File: src/core/tlic_pkg.sv
// Package with register addresses, field positions and vector table for the interrupt controller.
`default_nettype none
package tlic_pkg;
    // ------------------------------------------------------------------
    // Register addresses and reset values
    // ------------------------------------------------------------------
    localparam logic [7:0] TLIC_ADDR_ENABLE_PRI = 8'ha8;
    localparam logic [7:0] TLIC_ADDR_ENABLE_SEC = 8'ha9;
    localparam logic [7:0] TLIC_ADDR_LEVEL_SEL  = 8'hb8;
    localparam logic [7:0] TLIC_RESET_VALUE     = 8'h00;
    localparam logic [7:0] TLIC_SEC_IMPL_MASK   = 8'h03;

    // ------------------------------------------------------------------
    // Field positions
    // ------------------------------------------------------------------
    localparam int TLIC_GLOBAL_BIT = 7;
    localparam int TLIC_NUM_SRC    = 9;

    // Source index in polling order, first (0) to last (8).
    localparam int TLIC_SRC_SUPPLY = 0;
    localparam int TLIC_SRC_EXT0   = 1;
    localparam int TLIC_SRC_CONV   = 2;
    localparam int TLIC_SRC_TMR0   = 3;
    localparam int TLIC_SRC_EXT1   = 4;
    localparam int TLIC_SRC_TMR1   = 5;
    localparam int TLIC_SRC_SBUS   = 6;
    localparam int TLIC_SRC_UART   = 7;
    localparam int TLIC_SRC_TMR2   = 8;

    typedef logic [TLIC_NUM_SRC-1:0] tlic_src_vec_t;
    typedef logic [3:0]              tlic_src_idx_t;
    typedef logic [15:0]             tlic_vector_t;

    // Vector address for each source, indexed by polling position.
    localparam tlic_vector_t TLIC_VECTORS [TLIC_NUM_SRC] = '{
        16'h0043, 16'h0003, 16'h0033, 16'h000b, 16'h0013,
        16'h001b, 16'h003b, 16'h0023, 16'h002b};
endpackage : tlic_pkg
`default_nettype wire

File: src/core/tlic_sync3.sv
// Three-stage synchroniser with agreement filter for an asynchronous request pin.
`default_nettype none
module tlic_sync3 (
    input  wire logic sys_clk,
    input  wire logic srst,
    input  wire logic pin_in,
    output var  logic level_out
);
    logic s1_q;
    logic s2_q;
    logic s3_q;

    // Shifts the pin through three flops; the first is read only by the second.
    always_ff @(posedge sys_clk) begin
        if (srst) begin
            s1_q <= 1'b0;
            s2_q <= 1'b0;
            s3_q <= 1'b0;
        end else begin
            s1_q <= pin_in;
            s2_q <= s1_q;
            s3_q <= s2_q;
        end
    end

    // Accepts a change only once the second and third stages agree.
    always_ff @(posedge sys_clk) begin
        if (srst) begin
            level_out <= 1'b0;
        end else if (s2_q == s3_q) begin
            level_out <= s3_q;
        end
    end
endmodule : tlic_sync3 // tlic_sync3
`default_nettype wire

File: src/core/tlic_picker.sv
// Fixed-order picker: chooses the first pending source in polling order.
`default_nettype none
module tlic_picker
    import tlic_pkg::*;
(
    input  wire tlic_pkg::tlic_src_vec_t pending,
    output var  logic                    found,
    output var  tlic_pkg::tlic_src_idx_t winner
);
    // Scans from the last position down so the lowest index ends up chosen.
    always_comb begin
        found  = 1'b0;
        winner = '0;
        for (int i = TLIC_NUM_SRC - 1; i >= 0; i--) begin
            if (pending[i]) begin
                found  = 1'b1;
                winner = tlic_src_idx_t'(i);
            end
        end
    end
endmodule : tlic_picker // tlic_picker
`default_nettype wire

File: src/core/tlic_top.sv
// Two-level interrupt controller: enable and level registers, arbitration and vectoring.
//
// Overview of operation
// - Global enable bit 7 gates every request.
// - Primary enable bits 6..0 enable seven sources.
// - Secondary enable: bit1 supply, bit0 serial bus.
// - Level register picks high or low per source; supply has no bit and stays low.
// - High-level request preempts low-level routine.
// - Simultaneous mixed levels: high level served first.
// - Same-level request never preempts running routine.
// - Equal-level ties resolved in fixed polling order.
// - Core pushes PC, then loads winning vector.
// - Each source has its fixed vector address.
// - UART request is rx OR tx, never cleared.
`default_nettype none
module tlic_top
    import tlic_pkg::*;
(
    input  wire logic                  sys_clk,
    input  wire logic                  srst,
    // Special function register port from the core.
    input  wire logic [7:0]            sfr_addr,
    input  wire logic                  sfr_wr,
    input  wire logic [7:0]            sfr_wdata,
    input  wire logic                  sfr_rd,
    output var  logic [7:0]            sfr_rdata,
    output var  logic                  sfr_hit,
    // Request sources; external lines come from pins.
    input  wire logic                  supply_watch_req,
    input  wire logic                  ext_zero_req,
    input  wire logic                  converter_req,
    input  wire logic                  timer_zero_overflow,
    input  wire logic                  ext_one_req,
    input  wire logic                  timer_one_overflow,
    input  wire logic                  two_wire_req,
    input  wire logic                  four_wire_req,
    input  wire logic                  rx_done_flag,
    input  wire logic                  tx_done_flag,
    input  wire logic                  timer_two_overflow,
    input  wire logic                  timer_two_external_flag,
    // Core handshake.
    output logic                       irq_request,
    output var  tlic_pkg::tlic_vector_t irq_vector,
    input  wire logic                  irq_accept,
    input  wire logic                  reti_done,
    output var  logic                  push_pc,
    output var  logic                  load_pc,
    output var  logic                  in_service_high,
    output var  logic                  in_service_low
);
    // ------------------------------------------------------------------
    // Declarations
    // ------------------------------------------------------------------
    logic [7:0]    irq_enable_primary_q;
    logic [1:0]    irq_enable_secondary_q;
    logic [7:0]    irq_level_select_q;
    logic          ext_zero_sync;
    logic          ext_one_sync;
    tlic_src_vec_t raw_req;
    tlic_src_vec_t src_enable;
    tlic_src_vec_t src_high;
    tlic_src_vec_t pend_high;
    tlic_src_vec_t pend_low;
    logic          found_high;
    logic          found_low;
    tlic_src_idx_t win_high;
    tlic_src_idx_t win_low;
    logic          active_high_q;
    logic          active_low_q;
    logic          take_high;
    logic          take_low;
    tlic_src_idx_t chosen;
    logic          vector_phase_q;
    tlic_vector_t  vector_hold_q;
    logic [2:0]    reg_sel;

    // ------------------------------------------------------------------
    // Request gathering
    // ------------------------------------------------------------------

    // External lines arrive from pins and are synchronised first.
    // The filter adds four cycles of latency; a pulse shorter than two cycles
    // on a pin may be lost, so the external lines are meant to be levels.
    tlic_sync3 u_sync_ext0 (
        .sys_clk   (sys_clk),
        .srst      (srst),
        .pin_in    (ext_zero_req),
        .level_out (ext_zero_sync)
    );

    tlic_sync3 u_sync_ext1 (
        .sys_clk   (sys_clk),
        .srst      (srst),
        .pin_in    (ext_one_req),
        .level_out (ext_one_sync)
    );

    // Combined requests in polling order; flags are only read, never cleared here.
    // Paired sources are ORed, so either flag of a pair raises the one request.
    always_comb begin
        raw_req                 = '0;
        raw_req[TLIC_SRC_SUPPLY] = supply_watch_req;
        raw_req[TLIC_SRC_EXT0]   = ext_zero_sync;
        raw_req[TLIC_SRC_CONV]   = converter_req;
        raw_req[TLIC_SRC_TMR0]   = timer_zero_overflow;
        raw_req[TLIC_SRC_EXT1]   = ext_one_sync;
        raw_req[TLIC_SRC_TMR1]   = timer_one_overflow;
        raw_req[TLIC_SRC_SBUS]   = two_wire_req | four_wire_req;
        raw_req[TLIC_SRC_UART]   = rx_done_flag | tx_done_flag;
        raw_req[TLIC_SRC_TMR2]   = timer_two_overflow | timer_two_external_flag;
    end

    // Per-source enable, gated by the global bit.
    always_comb begin
        src_enable                  = '0;
        src_enable[TLIC_SRC_SUPPLY] = irq_enable_secondary_q[1];
        src_enable[TLIC_SRC_SBUS]   = irq_enable_secondary_q[0];
        src_enable[TLIC_SRC_CONV]   = irq_enable_primary_q[6];
        src_enable[TLIC_SRC_TMR2]   = irq_enable_primary_q[5];
        src_enable[TLIC_SRC_UART]   = irq_enable_primary_q[4];
        src_enable[TLIC_SRC_TMR1]   = irq_enable_primary_q[3];
        src_enable[TLIC_SRC_EXT1]   = irq_enable_primary_q[2];
        src_enable[TLIC_SRC_TMR0]   = irq_enable_primary_q[1];
        src_enable[TLIC_SRC_EXT0]   = irq_enable_primary_q[0];
        if (!irq_enable_primary_q[TLIC_GLOBAL_BIT]) begin
            src_enable = '0;
        end
    end

    // Level per source; the supply monitor has no level bit and stays low.
    // It therefore can never preempt a running routine, but it still wins
    // every tie at the low level.
    always_comb begin
        src_high                  = '0;
        src_high[TLIC_SRC_SBUS]   = irq_level_select_q[7];
        src_high[TLIC_SRC_CONV]   = irq_level_select_q[6];
        src_high[TLIC_SRC_TMR2]   = irq_level_select_q[5];
        src_high[TLIC_SRC_UART]   = irq_level_select_q[4];
        src_high[TLIC_SRC_TMR1]   = irq_level_select_q[3];
        src_high[TLIC_SRC_EXT1]   = irq_level_select_q[2];
        src_high[TLIC_SRC_TMR0]   = irq_level_select_q[1];
        src_high[TLIC_SRC_EXT0]   = irq_level_select_q[0];
    end

    // Pending requests split by level, each already gated by its enables.
    assign pend_high = raw_req & src_enable & src_high;
    assign pend_low  = raw_req & src_enable & ~src_high;

    // ------------------------------------------------------------------
    // Arbitration
    // ------------------------------------------------------------------

    // One picker per level; both run every cycle and the level logic below chooses.
    tlic_picker u_pick_high (
        .pending (pend_high),
        .found   (found_high),
        .winner  (win_high)
    );

    tlic_picker u_pick_low (
        .pending (pend_low),
        .found   (found_low),
        .winner  (win_low)
    );

    // High wins over low; a level already in service blocks its own level.
    // A low request also waits for a running high routine; it may only start
    // once both levels are free.
    always_comb begin
        take_high = found_high && !active_high_q;
        take_low  = found_low && !active_high_q && !active_low_q;
        if (take_high) begin
            chosen = win_high;
        end else begin
            chosen = win_low;
        end
    end

    // Request held off while a vector sequence is in progress.
    assign irq_request = (take_high || take_low) && !vector_phase_q;
    assign irq_vector  = vector_hold_q;

    // ------------------------------------------------------------------
    // Vector presentation
    // ------------------------------------------------------------------

    // Keeps the vector of the current candidate ready in a flop for the core.
    // It is frozen from accept to load, so a candidate that turns up while the
    // core is pushing cannot change the address that it is about to load.
    always_ff @(posedge sys_clk) begin
        if (srst) begin
            vector_hold_q <= '0;
        end else if (!vector_phase_q) begin
            vector_hold_q <= TLIC_VECTORS[chosen];
        end
    end

    // Accept issues push in the first cycle, then load in the next.
    // The offer is withdrawn for these two cycles so that a second accept
    // cannot land before the first entry is complete.
    always_ff @(posedge sys_clk) begin
        if (srst) begin
            vector_phase_q <= 1'b0;
            push_pc        <= 1'b0;
            load_pc        <= 1'b0;
        end else begin
            push_pc        <= irq_accept && irq_request;
            load_pc        <= push_pc;
            vector_phase_q <= (irq_accept && irq_request) || push_pc;
        end
    end

    // ------------------------------------------------------------------
    // In-service tracking
    // ------------------------------------------------------------------

    // Sets the level on accept; a return releases the highest level active.
    // Two levels need one flag each: a high routine may nest on a low one,
    // never the other way round, and never on a routine of its own level.
    always_ff @(posedge sys_clk) begin
        if (srst) begin
            active_high_q <= 1'b0;
            active_low_q  <= 1'b0;
        end else begin
            if (irq_accept && irq_request && take_high) begin
                active_high_q <= 1'b1;
            end else if (reti_done && active_high_q) begin
                active_high_q <= 1'b0;
            end
            if (irq_accept && irq_request && !take_high) begin
                active_low_q <= 1'b1;
            end else if (reti_done && !active_high_q) begin
                active_low_q <= 1'b0;
            end
        end
    end

    assign in_service_high = active_high_q;
    assign in_service_low  = active_low_q;

    // ------------------------------------------------------------------
    // Register port
    // ------------------------------------------------------------------

    // Turns a register address into a one-hot select: bit 0 primary enable,
    // bit 1 secondary enable, bit 2 level select; an unmapped address gives zero.
    // Write, read and the hit flag all share it, so they can never disagree.
    function automatic logic [2:0] decode_reg(input logic [7:0] addr);
        logic [2:0] sel;
        sel = 3'h0;
        if (addr == TLIC_ADDR_ENABLE_PRI) begin
            sel[0] = 1'b1;
        end
        if (addr == TLIC_ADDR_ENABLE_SEC) begin
            sel[1] = 1'b1;
        end
        if (addr == TLIC_ADDR_LEVEL_SEL) begin
            sel[2] = 1'b1;
        end
        return sel;
    endfunction

    // Select of the register that the core currently addresses.
    assign reg_sel = decode_reg(sfr_addr);

    // Writes update the addressed register; reserved secondary bits are dropped.
    always_ff @(posedge sys_clk) begin
        if (srst) begin
            irq_enable_primary_q   <= TLIC_RESET_VALUE;
            irq_enable_secondary_q <= TLIC_RESET_VALUE[1:0];
            irq_level_select_q     <= TLIC_RESET_VALUE;
        end else if (sfr_wr) begin
            if (reg_sel[0]) begin
                irq_enable_primary_q <= sfr_wdata;
            end
            if (reg_sel[1]) begin
                irq_enable_secondary_q <= sfr_wdata[1:0];
            end
            if (reg_sel[2]) begin
                irq_level_select_q <= sfr_wdata;
            end
        end
    end

    // Read data registered; reserved bits and unmapped addresses read zero.
    always_ff @(posedge sys_clk) begin
        if (srst) begin
            sfr_rdata <= '0;
        end else if (sfr_rd) begin
            unique case (reg_sel)
                3'h1:    sfr_rdata <= irq_enable_primary_q;
                3'h2:    sfr_rdata <= {6'h00, irq_enable_secondary_q};
                3'h4:    sfr_rdata <= irq_level_select_q;
                default: sfr_rdata <= '0;
            endcase
        end
    end

    // Tells the core the address belongs to this block.
    assign sfr_hit = |reg_sel;
endmodule : tlic_top // tlic_top
`default_nettype wire

File: config.mk
export PLATFORM = sky130hd
export DESIGN_NAME = tlic_top
export DESIGN_NICKNAME = d
export VERILOG_FILES = /design/src/core/tlic_pkg.sv /design/src/core/tlic_sync3.sv /design/src/core/tlic_picker.sv /design/src/core/tlic_top.sv
export SDC_FILE = /design/constraint.sdc
export NUM_CORES = 1
export LEC_CHECK = 0
export BUFFER_PORTS_ARGS = -buffer_cell sky130_fd_sc_hd__buf_2
export CORE_AREA = 5 5 104 106
export DETAILED_ROUTE_END_ITERATION = 16
export DIE_AREA = 0 0 109 111
export HOLD_SLACK_MARGIN = 0.03
export PLACE_DENSITY_LB_ADDON = 0.1
export SLEW_MARGIN = 20
export SYNTH_ARGS = -nofsm -noshare
export SYNTH_HDL_FRONTEND = slang
export SYNTH_SLANG_ARGS = --single-unit
File: constraint.sdc
create_clock -name sys_clk -period 7.1 [get_ports sys_clk]
set_clock_uncertainty 0.1 [all_clocks]
set_input_delay 1.42 -clock sys_clk [delete_from_list [all_inputs] [get_ports sys_clk]]
set_output_delay 1.42 -clock sys_clk [all_outputs]
set_load 0.03 [all_outputs]
==> results.sh <==
export IMPL_holdCritPathClass="reg -> reg"
export IMPL_critPathSlowestCell="o41ai_2"
export IMPL_ys_seq_area_frac=0.3697
export IMPL_finalSetupViolCount=0
export IMPL_grt_ovfl_total=0
export IMPL_initialDrtViolationCount=64
export IMPL_yosysWarnings=0
export IMPL_avgSynthCellArea_um2=9.270
export IMPL_start_kind="input pin"
export IMPL_clk_transition_reported_paths_ns=0.08
export IMPL_r2r_start="irq_enable_primary_q[7]"
export IMPL_detail_route_antenna_nets=0
export IMPL_h_tree_depth=2
export IMPL_report_final_slew_viol_count=0
export IMPL_die_w_um=109
export IMPL_crit_chain="buf_2, nand4b_1, o21ai_1, or2_2, o41ai_2, a21oi_1, buf_2"
export IMPL_post_cts_buffers=0
export IMPL_grt_first_pass_wirelength_um=10010
export IMPL_clk_root_buffer_cell="clkbuf_8"
export IMPL_rsz0062_at_grt="no"
export IMPL_fp_row_count=36
export IMPL_ios=64
export IMPL_ys_flop_type="dfxtp_1"
export IMPL_synthArstFlopShare=0
export IMPL_clk_latency_ns=0.29
export IMPL_crit_path_end_kind="primary output"
export IMPL_ys_ff_latch=44
export IMPL_via_count=1948
export IMPL_critPathMaxStageDelay_ns=0.36
export IMPL_p_leak_uw=0.001167
export IMPL_cts_resized=0
export IMPL_drive_gt1_frac=0.2730
export IMPL_worst_r2r_path_depth=11
export IMPL_path_buf_inv=2
export IMPL_die_area_um2=12100
export IMPL_post_route_util=0.2881
export IMPL_reg2reg_slack_ns=3.80
export IMPL_start_util=0.2460
export IMPL_routabilityCongestion=0.7144
export IMPL_worstPathArrival_ns=2.80
export IMPL_cp_required_ns=5.58
export IMPL_clk_path_buf_depth=2
export IMPL_die_y_um=111
export IMPL_syn_inst=257
export IMPL_grtUsageTotal=0.1052
export IMPL_tns_ns=0
export IMPL_synth_cell_types=58
export IMPL_first_global_vias=1894
export IMPL_wl_per_cell_um=14.09
export IMPL_worst_pin_slew_ns=0.8409
export IMPL_antenna_found_initial=0
export IMPL_hold_buffers=0
export IMPL_cp_top_family="compound AO/OA/AOI/OAI gates"
export IMPL_synth_edf_count=0
export IMPL_r2r_end="irq_vector[5]"
export IMPL_drc=0
export IMPL_crit_start="timer_zero_overflow"
export IMPL_power_density_nw_per_um2=157.6
export IMPL_totalWireLength_um=6156
export IMPL_synth_area_leader_cell="dfxtp_1"
export IMPL_path_class="in -> out"
export IMPL_status="complete, no violations"
export IMPL_cts_tree="built"
export IMPL_max_cap_violations=0
export IMPL_slew_headroom=0.4386
export IMPL_firstDrtPassIters=2
export IMPL_hold_viol=0
export IMPL_critical_path_peak_fanout=4
export IMPL_ir_drop_uv=55.13
export IMPL_core_um2=9684
export IMPL_holdPathStages=1
export IMPL_hpwlAfterDp_um=4737
export IMPL_portBuffers=53
export IMPL_period_share=0.6089
export IMPL_grt_max_degree=44
export IMPL_clock_sinks=44
export IMPL_fill_cells=1056
export IMPL_yosys_top_cells_area="dfxtp_1 37%, mux2i_1 8.8%, nor2_1 4.9%"
export IMPL_diodes=0
export IMPL_cp_common_cell="buf_2"
export IMPL_viasPerCell=4.458
export IMPL_fmax_mhz=231.3
export IMPL_area_delta_synth_final_pct=17.12
export IMPL_layout_nets=340
export IMPL_cts_made_buffers=5
export IMPL_whs_endpoint="u_sync_ext1.s2_q"
export IMPL_period_needed_ns=4.323
export IMPL_worstHoldStart="u_sync_ext1.s1_q"
export IMPL_synth_top_area_share=0.3697
export IMPL_synth_area_um2=2382
export IMPL_timing_hold_ws_ns=0.3420
[layout make-up]
cell class | instances | area [µm²] | share of cell area
Tap cell | 133 | 166.4 | 0.05964
Sequential cell | 44 | 880.8 | 0.3157
Clock buffer | 7 | 76.32 | 0.02735
Inverter | 9 | 33.78 | 0.01211
Clock inverter | 1 | 8.758 | 0.003139
Multi-Input combinational cell | 190 | 1359 | 0.4870
Timing Repair Buffer | 53 | 265.3 | 0.09507
[per-layer routing]
layer / share of wire / track usage / up-vias
met2: 0.47 / 0.1654 / 33
li1: - / - / 1006
met4: 0.014 / 0.03283 / 0
met1: 0.48 / 0.1421 / 903
met3: 0.039 / 0.02271 / 6
met5: 0 / 0 / -
[synth_stat cells, types with 2 or more instances]
library cell / number
o21ai_0: 5
nor3_1: 3
clkbuf_1: 10
nor2b_1: 15
a21oi_1: 14
nand3_1: 6
buf_4: 11
o211ai_1: 3
nand2b_1: 5
or2_1: 2
a211oi_1: 2
a221oi_1: 2
nor2_1: 31
dfxtp_1: 44
o2111ai_2: 3
inv_1: 9
or3_1: 2
nand4_1: 5
nand4b_1: 6
ha_1: 3
nor3b_1: 2
nand2_1: 10
mux2i_1: 21
and4_1: 2
buf_6: 2
mux2_2: 6
a31oi_1: 2
[cell families after synthesis]
family                     synth area share
and+or+nand+nor                      0.2416
AOI/OAI and AO/OA                    0.1807
DFF                                  0.3697
buffers and inverters               0.07405
muxes                                0.1166
adders and majority gates           0.01576
other                              0.001574
[where the power goes]
group          switching, µW  internal, µW
Combinational           22.9          10.4
Sequential             0.981           249
Clock                   86.5          70.4
Total                    110           329
[through the flow]
step	cell area (µm²)	setup WS (ns)	instances	power (µW)
floorplan	2416	2.900	266	278.8
global placement	2705	2.774	429	288.8
detailed placement	2705	2.767	429	289.2
CTS	2790	2.762	437	449.9
global route	2790	2.703	437	462.3
finish	2790	2.777	437	439.8
[registers in the layout (all words and copies together) (netlist names), 2 cells and up]
register,count
irq_enable_primary_q,8
irq_level_select_q,8
sfr_rdata,8
irq_vector,5
irq_enable_secondary_q,2
[placed cells by master (no fill, tap or decap), types with 9 or more instances in the layout]
| master | netlist | final |
|---|---|---|
| nand2_1 | 10 | 10 |
| dfxtp_1 | 44 | 44 |
| inv_1 | 9 | 9 |
| mux2i_1 | 21 | 21 |
| nor2b_1 | 15 | 15 |
| a21oi_1 | 14 | 14 |
| conb_1 | 1 | 10 |
| buf_2 | 0 | 53 |
| nor2_1 | 31 | 31 |
[worst max-delay path by stage]
stage | endpoint | slack, ns | depth (start not counted)
after floorplan | sfr_hit | 2.90 | 3
final | irq_request | 2.78 | 7
after global routing | irq_request | 2.70 | 7
after CTS | irq_request | 2.76 | 7
after detailed placement | irq_request | 2.77 | 7
after global placement | irq_request | 2.77 | 7
Note: power is estimated with default switching activity, not from simulation.
